File: src/logic/light_pkg.sv
// shared constants and types for the dual-channel light readout
package light_pkg;
    localparam int CLK_PERIOD_NS = 5;
    localparam int DATA_W = 16;
    // integration periods in microseconds
    localparam int INTEG_SHORT_US = 13700;
    localparam int INTEG_MED_US = 101000;
    localparam int INTEG_LONG_US = 402000;
    localparam int INTEG_SHORT_CYC = INTEG_SHORT_US * 1000 / CLK_PERIOD_NS;
    localparam int INTEG_MED_CYC = INTEG_MED_US * 1000 / CLK_PERIOD_NS;
    localparam int INTEG_LONG_CYC = INTEG_LONG_US * 1000 / CLK_PERIOD_NS;
    // integration select codes
    localparam logic [1:0] INTEG_SEL_SHORT = 2'h0;
    localparam logic [1:0] INTEG_SEL_MED = 2'h1;
    localparam logic [1:0] INTEG_SEL_LONG = 2'h2;
    // full-scale counts per integration setting
    localparam logic [15:0] FULL_SHORT = 16'h13b7;
    localparam logic [15:0] FULL_MED = 16'h9139;
    localparam logic [15:0] FULL_LONG = 16'hffff;
    // address select pad codes
    localparam logic [1:0] ASEL_GND = 2'h0;
    localparam logic [1:0] ASEL_FLOAT = 2'h1;
    localparam logic [1:0] ASEL_VDD = 2'h2;
    // bus addresses, values arbitrary
    localparam logic [6:0] ADDR_GND = 7'h30;
    localparam logic [6:0] ADDR_FLOAT = 7'h31;
    localparam logic [6:0] ADDR_VDD = 7'h32;
    localparam logic [6:0] ALERT_RESP_ADDR = 7'h0c;
    // written data byte that releases a pending interrupt
    localparam logic [7:0] CMD_INT_CLEAR = 8'hc0;
    localparam logic [3:0] PERSIST_MAX = 4'hf;
    // serial slave states, gray along the write path
    typedef enum logic [2:0] {
        BUS_IDLE = 3'h0,
        BUS_ADDR = 3'h1,
        BUS_ACK = 3'h3,
        BUS_WR = 3'h2,
        BUS_RD = 3'h6,
        BUS_RDACK = 3'h7
    } bus_state_t;
endpackage : light_pkg

File: src/logic/light_channel.sv
// one integrating channel: pulse counter with saturation
`timescale 1ns/100ps
`default_nettype none
module light_channel #(
    parameter int W = 16
) (
    // clock and reset
    input wire logic clk,
    input wire logic rstn,
    // control
    input wire logic restart,
    input wire logic [W-1:0] fullScale,
    // modulator
    input wire logic pulse,
    // result
    output logic [W-1:0] count
);
    logic [W-1:0] count_ff;

    // a pulse in the restart cycle opens the new period
    always_ff @(posedge clk or negedge rstn) begin
        if (!rstn) begin
            count_ff <= '0;
        end else if (restart) begin
            count_ff <= pulse ? W'(1) : '0;
        end else if (pulse && count_ff < fullScale) begin
            count_ff <= count_ff + W'(1);
        end
    end

    assign count = count_ff;
endmodule : light_channel
`default_nettype wire

File: src/logic/window_check.sv
// threshold window compare of a finished result
`timescale 1ns/100ps
`default_nettype none
module window_check #(
    parameter int W = 16
) (
    // operands
    input wire logic [W-1:0] value,
    input wire logic [W-1:0] lowLimit,
    input wire logic [W-1:0] highLimit,
    // verdict
    output logic above,
    output logic below
);
    // strict compares: a value equal to a limit is still inside
    assign above = value > highLimit;
    assign below = value < lowLimit;
endmodule : window_check
`default_nettype wire

File: src/logic/light_readout.sv
// dual-channel light converter: timing, results, interrupt, serial slave
`timescale 1ns/100ps
`default_nettype none
module light_readout #(
    parameter bit SMBUS_MODE = 1'b0,
    parameter int INTEG_SHORT_CYC = light_pkg::INTEG_SHORT_CYC,
    parameter int INTEG_MED_CYC = light_pkg::INTEG_MED_CYC,
    parameter int INTEG_LONG_CYC = light_pkg::INTEG_LONG_CYC
) (
    // clock and reset
    input wire logic clk,
    input wire logic rstn,
    // settings
    input wire logic powerUp,
    input wire logic gainHigh,
    input wire logic [1:0] integSel,
    input wire logic [15:0] lowThresh,
    input wire logic [15:0] highThresh,
    input wire logic [3:0] persistSel,
    input wire logic [1:0] addrSel,
    // analog front end
    input wire logic ch0Pulse,
    input wire logic ch1Pulse,
    output logic afeEnable,
    output logic afeGainHigh,
    // serial bus
    input wire logic scl,
    input wire logic sdaIn,
    output logic sdaOut,
    output logic sdaOe,
    // interrupt pin
    output logic intOut,
    output logic intOe,
    // status
    output logic [15:0] ch0Data,
    output logic [15:0] ch1Data,
    output logic intPending
);
    logic [31:0] integCnt_ff;
    logic [31:0] integLen;
    logic [15:0] fullScale;
    logic convDone;
    logic restart;
    logic [15:0] cnt0;
    logic [15:0] cnt1;
    logic [15:0] ch0Data_ff;
    logic [15:0] ch1Data_ff;
    logic [15:0] snap0_ff;
    logic [15:0] snap1_ff;
    logic afeEnable_ff;
    logic afeGain_ff;
    logic above;
    logic below;
    logic outside;
    logic [3:0] persistCnt_ff;
    logic persistMet;
    logic intSet;
    logic intClr;
    logic intPending_ff;
    logic [6:0] ownAddr_ff;
    logic addrTaken_ff;
    logic sclQ_ff;
    logic sdaQ_ff;
    logic sclRise;
    logic sclFall;
    logic startDet;
    logic stopDet;
    light_pkg::bus_state_t state_ff;
    logic [2:0] bitCnt_ff;
    logic [7:0] rxShift_ff;
    logic [7:0] rxByte;
    logic [7:0] txShift_ff;
    logic [1:0] byteIdx_ff;
    logic isRead_ff;
    logic isAra_ff;
    logic ackSent_ff;
    logic masterNak_ff;
    logic sdaOe_ff;
    logic addrHit;
    logic araHit;
    logic snapLoad;
    logic wrClr;
    logic araClr;
    logic [7:0] curByte;
    logic [7:0] nextByte;

    // integration timing, one period shared by both channels
    always_comb begin
        case (integSel)
            light_pkg::INTEG_SEL_SHORT: begin
                integLen = 32'(INTEG_SHORT_CYC);
                fullScale = light_pkg::FULL_SHORT;
            end
            light_pkg::INTEG_SEL_MED: begin
                integLen = 32'(INTEG_MED_CYC);
                fullScale = light_pkg::FULL_MED;
            end
            default: begin
                integLen = 32'(INTEG_LONG_CYC);
                fullScale = light_pkg::FULL_LONG;
            end
        endcase
    end

    // a period is never shorter than one cycle, even with a tiny override
    assign convDone = powerUp && (integCnt_ff + 32'h1 >= integLen);
    assign restart = convDone || !powerUp;

    always_ff @(posedge clk or negedge rstn) begin
        if (!rstn) begin
            integCnt_ff <= '0;
        end else if (restart) begin
            integCnt_ff <= '0;
        end else begin
            integCnt_ff <= integCnt_ff + 32'h1;
        end
    end

    // settings handed to the analog side
    always_ff @(posedge clk or negedge rstn) begin
        if (!rstn) begin
            afeEnable_ff <= 1'b0;
            afeGain_ff <= 1'b0;
        end else begin
            afeEnable_ff <= powerUp;
            afeGain_ff <= gainHigh;
        end
    end

    light_channel #(.W(light_pkg::DATA_W)) broadband (
        .clk(clk),
        .rstn(rstn),
        .restart(restart),
        .fullScale(fullScale),
        .pulse(ch0Pulse && powerUp),
        .count(cnt0)
    );

    light_channel #(.W(light_pkg::DATA_W)) infrared (
        .clk(clk),
        .rstn(rstn),
        .restart(restart),
        .fullScale(fullScale),
        .pulse(ch1Pulse && powerUp),
        .count(cnt1)
    );

    // both data registers load in the same cycle
    always_ff @(posedge clk or negedge rstn) begin
        if (!rstn) begin
            ch0Data_ff <= '0;
            ch1Data_ff <= '0;
        end else if (convDone) begin
            ch0Data_ff <= cnt0;
            ch1Data_ff <= cnt1;
        end
    end

    // window and persistence on the broadband result
    window_check #(.W(light_pkg::DATA_W)) window (
        .value(cnt0),
        .lowLimit(lowThresh),
        .highLimit(highThresh),
        .above(above),
        .below(below)
    );

    assign outside = above || below;
    assign persistMet = ({1'b0, persistCnt_ff} + 5'h1) >= {1'b0, persistSel};
    assign intSet = convDone && outside && persistMet;

    always_ff @(posedge clk or negedge rstn) begin
        if (!rstn) begin
            persistCnt_ff <= '0;
        end else if (convDone) begin
            if (!outside) begin
                persistCnt_ff <= '0;
            end else if (persistCnt_ff != light_pkg::PERSIST_MAX) begin
                persistCnt_ff <= persistCnt_ff + 4'h1;
            end
        end
    end

    // sticky until cleared; a new event beats a clear in the same cycle
    assign intClr = wrClr || araClr;
    always_ff @(posedge clk or negedge rstn) begin
        if (!rstn) begin
            intPending_ff <= 1'b0;
        end else if (intSet) begin
            intPending_ff <= 1'b1;
        end else if (intClr) begin
            intPending_ff <= 1'b0;
        end
    end

    // address pad caught once after reset release
    always_ff @(posedge clk or negedge rstn) begin
        if (!rstn) begin
            ownAddr_ff <= light_pkg::ADDR_FLOAT;
            addrTaken_ff <= 1'b0;
        end else if (!addrTaken_ff) begin
            addrTaken_ff <= 1'b1;
            case (addrSel)
                light_pkg::ASEL_GND: ownAddr_ff <= light_pkg::ADDR_GND;
                light_pkg::ASEL_VDD: ownAddr_ff <= light_pkg::ADDR_VDD;
                default: ownAddr_ff <= light_pkg::ADDR_FLOAT;
            endcase
        end
    end

    // bus line edges; pins arrive already synchronous
    always_ff @(posedge clk or negedge rstn) begin
        if (!rstn) begin
            sclQ_ff <= 1'b1;
            sdaQ_ff <= 1'b1;
        end else begin
            sclQ_ff <= scl;
            sdaQ_ff <= sdaIn;
        end
    end

    assign sclRise = scl && !sclQ_ff;
    assign sclFall = !scl && sclQ_ff;
    assign startDet = scl && sclQ_ff && sdaQ_ff && !sdaIn;
    assign stopDet = scl && sclQ_ff && !sdaQ_ff && sdaIn;
    assign rxByte = {rxShift_ff[6:0], sdaIn};
    assign addrHit = rxByte[7:1] == ownAddr_ff;
    // alert response only answered while an alert is pending
    assign araHit = SMBUS_MODE && intPending_ff && rxByte[7:1] == light_pkg::ALERT_RESP_ADDR
        && rxByte[0];
    assign snapLoad = state_ff == light_pkg::BUS_ADDR && sclRise && bitCnt_ff == 3'h7
        && addrHit && rxByte[0];
    assign wrClr = state_ff == light_pkg::BUS_WR && sclRise && bitCnt_ff == 3'h7
        && rxByte == light_pkg::CMD_INT_CLEAR;
    assign araClr = state_ff == light_pkg::BUS_ACK && sclFall && ackSent_ff && isAra_ff;

    function automatic logic [7:0] pickByte(input logic [1:0] idx, input logic ara,
        input logic [6:0] addr, input logic [15:0] d0, input logic [15:0] d1);
        logic [7:0] b;
        b = 8'h00;
        if (ara) begin
            b = {addr, 1'b0};
        end else begin
            case (idx)
                2'h0: b = d0[7:0];
                2'h1: b = d0[15:8];
                2'h2: b = d1[7:0];
                default: b = d1[15:8];
            endcase
        end
        return b;
    endfunction : pickByte

    // byte at the current and at the next index, from the snapshot, or the own address for an alert response
    assign curByte = pickByte(byteIdx_ff, isAra_ff, ownAddr_ff, snap0_ff, snap1_ff);
    assign nextByte = pickByte(byteIdx_ff + 2'h1, isAra_ff, ownAddr_ff, snap0_ff, snap1_ff);

    // read snapshot taken at address match, held for the whole read
    always_ff @(posedge clk or negedge rstn) begin
        if (!rstn) begin
            snap0_ff <= '0;
            snap1_ff <= '0;
        end else if (snapLoad) begin
            snap0_ff <= ch0Data_ff;
            snap1_ff <= ch1Data_ff;
        end
    end

    // serial slave; only ack and read data ever pull the line
    always_ff @(posedge clk or negedge rstn) begin
        if (!rstn) begin
            state_ff <= light_pkg::BUS_IDLE;
            bitCnt_ff <= '0;
            rxShift_ff <= '0;
            txShift_ff <= '0;
            byteIdx_ff <= '0;
            isRead_ff <= 1'b0;
            isAra_ff <= 1'b0;
            ackSent_ff <= 1'b0;
            masterNak_ff <= 1'b0;
            sdaOe_ff <= 1'b0;
        end else if (startDet) begin
            state_ff <= light_pkg::BUS_ADDR;
            bitCnt_ff <= '0;
            sdaOe_ff <= 1'b0;
        end else if (stopDet) begin
            state_ff <= light_pkg::BUS_IDLE;
            sdaOe_ff <= 1'b0;
        end else begin
            case (state_ff)
                light_pkg::BUS_ADDR: begin
                    if (sclRise) begin
                        rxShift_ff <= rxByte;
                        bitCnt_ff <= bitCnt_ff + 3'h1;
                        if (bitCnt_ff == 3'h7) begin
                            state_ff <= (addrHit || araHit) ? light_pkg::BUS_ACK : light_pkg::BUS_IDLE;
                            isRead_ff <= rxByte[0];
                            isAra_ff <= araHit && !addrHit;
                            byteIdx_ff <= '0;
                            ackSent_ff <= 1'b0;
                        end
                    end
                end
                light_pkg::BUS_ACK: begin
                    if (sclFall) begin
                        if (!ackSent_ff) begin
                            sdaOe_ff <= 1'b1;
                            ackSent_ff <= 1'b1;
                        end else begin
                            ackSent_ff <= 1'b0;
                            bitCnt_ff <= '0;
                            if (isRead_ff) begin
                                state_ff <= light_pkg::BUS_RD;
                                txShift_ff <= curByte;
                                sdaOe_ff <= !curByte[7];
                            end else begin
                                state_ff <= light_pkg::BUS_WR;
                                sdaOe_ff <= 1'b0;
                            end
                        end
                    end
                end
                light_pkg::BUS_WR: begin
                    if (sclRise) begin
                        rxShift_ff <= rxByte;
                        bitCnt_ff <= bitCnt_ff + 3'h1;
                        if (bitCnt_ff == 3'h7) begin
                            state_ff <= light_pkg::BUS_ACK;
                            ackSent_ff <= 1'b0;
                        end
                    end
                end
                light_pkg::BUS_RD: begin
                    if (sclFall) begin
                        if (bitCnt_ff == 3'h7) begin
                            sdaOe_ff <= 1'b0;
                            state_ff <= light_pkg::BUS_RDACK;
                        end else begin
                            txShift_ff <= {txShift_ff[6:0], 1'b0};
                            sdaOe_ff <= !txShift_ff[6];
                            bitCnt_ff <= bitCnt_ff + 3'h1;
                        end
                    end
                end
                light_pkg::BUS_RDACK: begin
                    if (sclRise) begin
                        masterNak_ff <= sdaIn;
                    end else if (sclFall) begin
                        if (masterNak_ff) begin
                            state_ff <= light_pkg::BUS_IDLE;
                        end else begin
                            state_ff <= light_pkg::BUS_RD;
                            byteIdx_ff <= byteIdx_ff + 2'h1;
                            bitCnt_ff <= '0;
                            txShift_ff <= nextByte;
                            sdaOe_ff <= !nextByte[7];
                        end
                    end
                end
                default: begin
                    sdaOe_ff <= 1'b0;
                end
            endcase
        end
    end

    // open-drain pins: data is always low, only the enable moves
    assign sdaOut = 1'b0;
    assign sdaOe = sdaOe_ff;
    assign intOut = 1'b0;
    assign intOe = intPending_ff;
    assign afeEnable = afeEnable_ff;
    assign afeGainHigh = afeGain_ff;
    assign ch0Data = ch0Data_ff;
    assign ch1Data = ch1Data_ff;
    assign intPending = intPending_ff;

    same_restart_a: assert property (@(posedge clk) disable iff (!rstn)
        restart |=> cnt0 <= 16'h1 && cnt1 <= 16'h1) else $error("channels not restarted together");
    data_load_a: assert property (@(posedge clk) disable iff (!rstn)
        convDone |=> ch0Data_ff == $past(cnt0) && ch1Data_ff == $past(cnt1)) else $error("result not loaded");
    snap_hold_a: assert property (@(posedge clk) disable iff (!rstn)
        state_ff == light_pkg::BUS_RD && !snapLoad |=> $stable(snap0_ff) && $stable(snap1_ff))
        else $error("read snapshot changed mid read");
    auto_restart_a: assert property (@(posedge clk) disable iff (!rstn)
        convDone |=> integCnt_ff == 32'h0 ##1 (integCnt_ff == 32'h1 || !powerUp || convDone))
        else $error("next period did not start");
    saturate_count_a: assert property (@(posedge clk) disable iff (!rstn)
        !restart && !$past(restart) && $stable(integSel) |-> cnt0 <= fullScale && cnt1 <= fullScale)
        else $error("count above full scale");
    int_raise_a: assert property (@(posedge clk) disable iff (!rstn)
        intSet |=> intPending_ff && intOe) else $error("interrupt not raised");
    int_persist_a: assert property (@(posedge clk) disable iff (!rstn)
        $rose(intPending_ff) |-> $past(convDone) && $past(outside) && $past(persistMet))
        else $error("interrupt without cause");
    int_clear_a: assert property (@(posedge clk) disable iff (!rstn)
        intPending_ff && !intSet && !intClr |=> intPending_ff) else $error("interrupt dropped without clear");
    power_down_a: assert property (@(posedge clk) disable iff (!rstn)
        !powerUp ##1 !powerUp |-> integCnt_ff == 32'h0 && !afeEnable && !convDone)
        else $error("conversion active in power down");
    sda_drive_a: assert property (@(posedge clk) disable iff (!rstn)
        sdaOe_ff |-> state_ff == light_pkg::BUS_ACK || state_ff == light_pkg::BUS_RD)
        else $error("data line driven outside ack or read");
endmodule : light_readout
`default_nettype wire

File: config.mk
export PLATFORM = sky130hd
export DESIGN_NAME = light_readout
export DESIGN_NICKNAME = d
export VERILOG_FILES = /design/src/logic/light_pkg.sv /design/src/logic/light_channel.sv /design/src/logic/window_check.sv /design/src/logic/light_readout.sv
export SDC_FILE = /design/constraint.sdc
export NUM_CORES = 1
export LEC_CHECK = 0
export BUFFER_PORTS_ARGS = -buffer_cell sky130_fd_sc_hd__buf_2
export CAP_MARGIN = 10
export CORE_MARGIN = 1
export CORE_UTILIZATION = 55
export DETAILED_ROUTE_END_ITERATION = 12
export PLACE_DENSITY = 0.79
export SLEW_MARGIN = 20
export SYNTH_ARGS = -nofsm -noshare
export SYNTH_HDL_FRONTEND = slang
export SYNTH_SLANG_ARGS = --single-unit
File: constraint.sdc
create_clock -name clk -period 11.1 [get_ports clk]
set_input_delay 2.22 -clock clk [delete_from_list [all_inputs] [get_ports clk]]
set_output_delay 2.22 -clock clk [all_outputs]
set_load 0.02 [all_outputs]
==> results.sh <==
export IMPL_path_clk_slew_ps=70
export IMPL_synth_edff_count=0
export IMPL_status="finished, final reports clean"
export IMPL_reg2reg_depth=16
export IMPL_worst_path_most_repeated_cell="inv_1"
export IMPL_tns_ps=0
export IMPL_fin_skew_ps=15.0
export IMPL_cts_made_buffers=17
export IMPL_drt_iter0_markers=548
export IMPL_die_y_um=137
export IMPL_p_int_w=0.00101
export IMPL_crit_fanout=41
export IMPL_cts_tree="yes"
export IMPL_rows=48
export IMPL_area_delta_synth_final_pct=11.7
export IMPL_maxCapViolations=0
export IMPL_total_leakage_power_nw=5.41
export IMPL_drive_gt1_share_pct=23.0
export IMPL_syn_area_um2=9970
export IMPL_gp_congestion=0.947
export IMPL_syn_avg_cell_area_um2=10.2
export IMPL_seq_area_frac_synth_pct=41.7
export IMPL_synth_seq_cells=166
export IMPL_core_area_um2=17500
export IMPL_postRouteAntennaNets=0
export IMPL_pin_count=87
export IMPL_slew_violations=0
export IMPL_post_cts_resized=0
export IMPL_start_util_pct=57.1
export IMPL_synthFlopType="dfrtp_1"
export IMPL_critPathSlowestCell="or3_2"
export IMPL_vias=7685
export IMPL_max_freq_ghz=0.184
export IMPL_power_density_nw_per_um2=121
export IMPL_required_ps=11460
export IMPL_tightest_slew_ps=1080
export IMPL_grt_overflow_total=0
export IMPL_post_route_period_util_pct=49.0
export IMPL_cts_hold_buf=0
export IMPL_clk_path_buf_depth=2
export IMPL_power_frac_comb_pct=9.1
export IMPL_p_sw_share_pct=25.0
export IMPL_final_nets=1191
export IMPL_power_w=0.00135
export IMPL_clockRootBuffer="clkbuf_16"
export IMPL_synth_warnings=0
export IMPL_drtPass1Iterations=6
export IMPL_synth_area_leaders="dfrtp_1 41%, ha_1 11%, mux2_2 9.1%"
export IMPL_design_area_um2=11100
export IMPL_syn_inst=975
export IMPL_grtUsageTotal_pct=26.3
export IMPL_criticalPathCategory="input pin to flop"
export IMPL_grt_pass1_wl_um=38200
export IMPL_yosysTopAreaCellShare_pct=40.9
export IMPL_p_clk_share_pct=43.7
export IMPL_rrSetupSlack_ps=6490
export IMPL_critPathArrivalTime_ps=5800
export IMPL_portBuffers=84
export IMPL_cp_end_kind="flop"
export IMPL_wirelength_um=22800
export IMPL_die_area_um2=18700
export IMPL_synth_top_area_cell="dfrtp_1"
export IMPL_grt_pass1_vias=7623
export IMPL_grt_max_degree=88
export IMPL_hold_viol=0
export IMPL_fin_crit_ps=5440
export IMPL_dpl_hpwl_um=16400
export IMPL_placed_area_um2=10600
export IMPL_diodes=0
export IMPL_power_switching_w=0.000339
export IMPL_wl_per_cell_um=17.7
export IMPL_ys_types=75
export IMPL_via_per_inst=5.95
export IMPL_r2r_end="broadband.count[11]"
export IMPL_critPathCapture="broadband.count[11]"
export IMPL_crit_path_start_kind="input pin"
export IMPL_vdd_ir_drop_max_mv=0.124
export IMPL_r2r_start="integCnt_ff[0]"
export IMPL_crit_start="integSel[1]"
export IMPL_worstPathCellList="buf_2, inv_1, nand2_1, inv_1, ha_1, and3b_1, a2111oi_2, a211oi_1, a221o_1, or3_2, buf_4, nor2_2"
export IMPL_cts_sinks=166
export IMPL_postCtsSetupRepairBufs=0
export IMPL_max_stage_delay_ps=670
export IMPL_holdCritPathClass="flop to flop"
export IMPL_antenna_found_initial=0
export IMPL_seqPwrFrac_pct=47.2
export IMPL_clock_latency_ps=430
export IMPL_max_slew_margin_rel_pct=27.7
export IMPL_synthArstFlopShare_pct=100
export IMPL_post_route_drc_count=0
export IMPL_die_w_um=137
export IMPL_setup_viol_count_final=0
export IMPL_cts_htree_levels=4
export IMPL_grt_setup_unrepaired="no"
layout make-up:
| class | instances | area, um2 |
|---|---|---|
| repair buffers | 89 | 468 |
| fillers | 1398 | 6330 |
| multi-input cells | 722 | 5430 |
| clock inverters | 12 | 144 |
| clock buffers | 19 | 443 |
| well taps | 225 | 282 |
| flip-flops and latches | 166 | 4160 |
| inverters | 59 | 221 |
routing by layer:
| layer | part of all wire (%) | track usage, % | routed length [um] |
|---|---|---|---|
| met5 | 0 | 0 | 0 |
| met4 | 1.7 | 7.35 | 391 |
| met3 | 4.6 | 4.70 | 1050 |
| met2 | 49 | 43.8 | 11200 |
| met1 | 45 | 35.2 | 10200 |
worst min path at each step:
stage,start,end,slack [ps],cells after the start
4_1_cts,addrTaken_ff,ownAddr_ff[1],490,1
2_1_floorplan,txShift_ff[0],txShift_ff[0],460,1
6_report,addrTaken_ff,ownAddr_ff[1],500,1
3_5_place_dp,txShift_ff[0],txShift_ff[0],480,1
3_3_place_gp,addrTaken_ff,ownAddr_ff[1],470,1
5_1_grt,addrTaken_ff,ownAddr_ff[1],530,1
cells by family after synthesis:
kind of cell	share of synthesized area [%]
AO/OA/AOI/OAI	10.8
adder cells (fa/ha/maj)	11.1
other	0.0753
flip-flops	41.7
XOR/XNOR	5.36
AND/OR/NAND/NOR	16.7
multiplexers	10.1
buffers and inverters	4.11
power groups by stage:
| stage | clock [W] | sequential [W] | combinational, W |
|---|---|---|---|
| after floorplan | 0 | 0.000645 | 0.0000852 |
| after global placement | 0 | 0.000650 | 0.000120 |
| after detailed placement | 0 | 0.000650 | 0.000124 |
| after CTS | 0.000600 | 0.000639 | 0.000125 |
| after global routing | 0.000624 | 0.000642 | 0.000144 |
| final | 0.000591 | 0.000639 | 0.000123 |
worst max-delay path: cells and delay by family:
kind,cells,cell delay (ps)
buffers and inverters,4,1080
adders and majority gates,1,320
AOI/OAI and AO/OA,3,880
and+or+nand+nor,4,1260
stage by stage:
| stage | cells | hold slack (ps) | utilization (%) | setup WS, ps |
|---|---|---|---|---|
| after global routing | 1292 | 531 | 63.8 | 5350 |
| after CTS | 1292 | 493 | 63.7 | 5650 |
| after detailed placement | 1261 | 482 | 60.4 | 5230 |
| after floorplan | 981 | 460 | - | 6070 |
| final | 1292 | 496 | 63.8 | 5660 |
| after global placement | 1261 | 474 | 60.4 | 5330 |
cells in the mapped netlist, types with 3 or more instances:
cell,n
nand4_1,31
a22o_1,3
o21a_1,3
mux2_2,81
a222oi_1,16
inv_1,59
nand2_1,78
nand3_1,26
or3_1,4
ha_1,88
a21o_1,6
and3_1,10
a211oi_1,7
xor2_1,25
o21ai_0,36
nor3_1,15
nor2_2,28
nand2b_1,8
nor2b_1,25
a2111oi_0,3
o211ai_1,9
a31oi_1,8
buf_4,6
buf_6,5
xnor2_1,36
and4_1,7
o2111ai_1,3
a21oi_1,29
clkbuf_1,21
dfstp_2,3
mux2i_1,10
nor2_1,66
dfrtp_1,163
and2_1,5
state kept, by name (all words and copies together) (netlist names), 7 cells and up:
register and flops:
snap1_ff 16, infrared.count 16, txShift_ff 7, broadband.count 16
snap0_ff 16, ch0Data 16, ch1Data 16, integCnt_ff 32
rxShift_ff 7
layout by cell type (no fill, tap or decap), types with 16 or more instances in the layout:
cell       netlist  routed
dfrtp_1        163     163
ha_1            88      88
buf_2            1      83
mux2_2          81      81
nand2_1         78      78
nor2_1          66      66
inv_1           59      59
xnor2_1         36      36
o21ai_0         36      36
nand4_1         31      31
a21oi_1         29      29
nor2_2          28      28
nand3_1         26      26
xor2_1          25      25
nor2b_1         25      25
clkbuf_16        0      17
a222oi_1        16      16
Power figures use the tool's default switching activity.
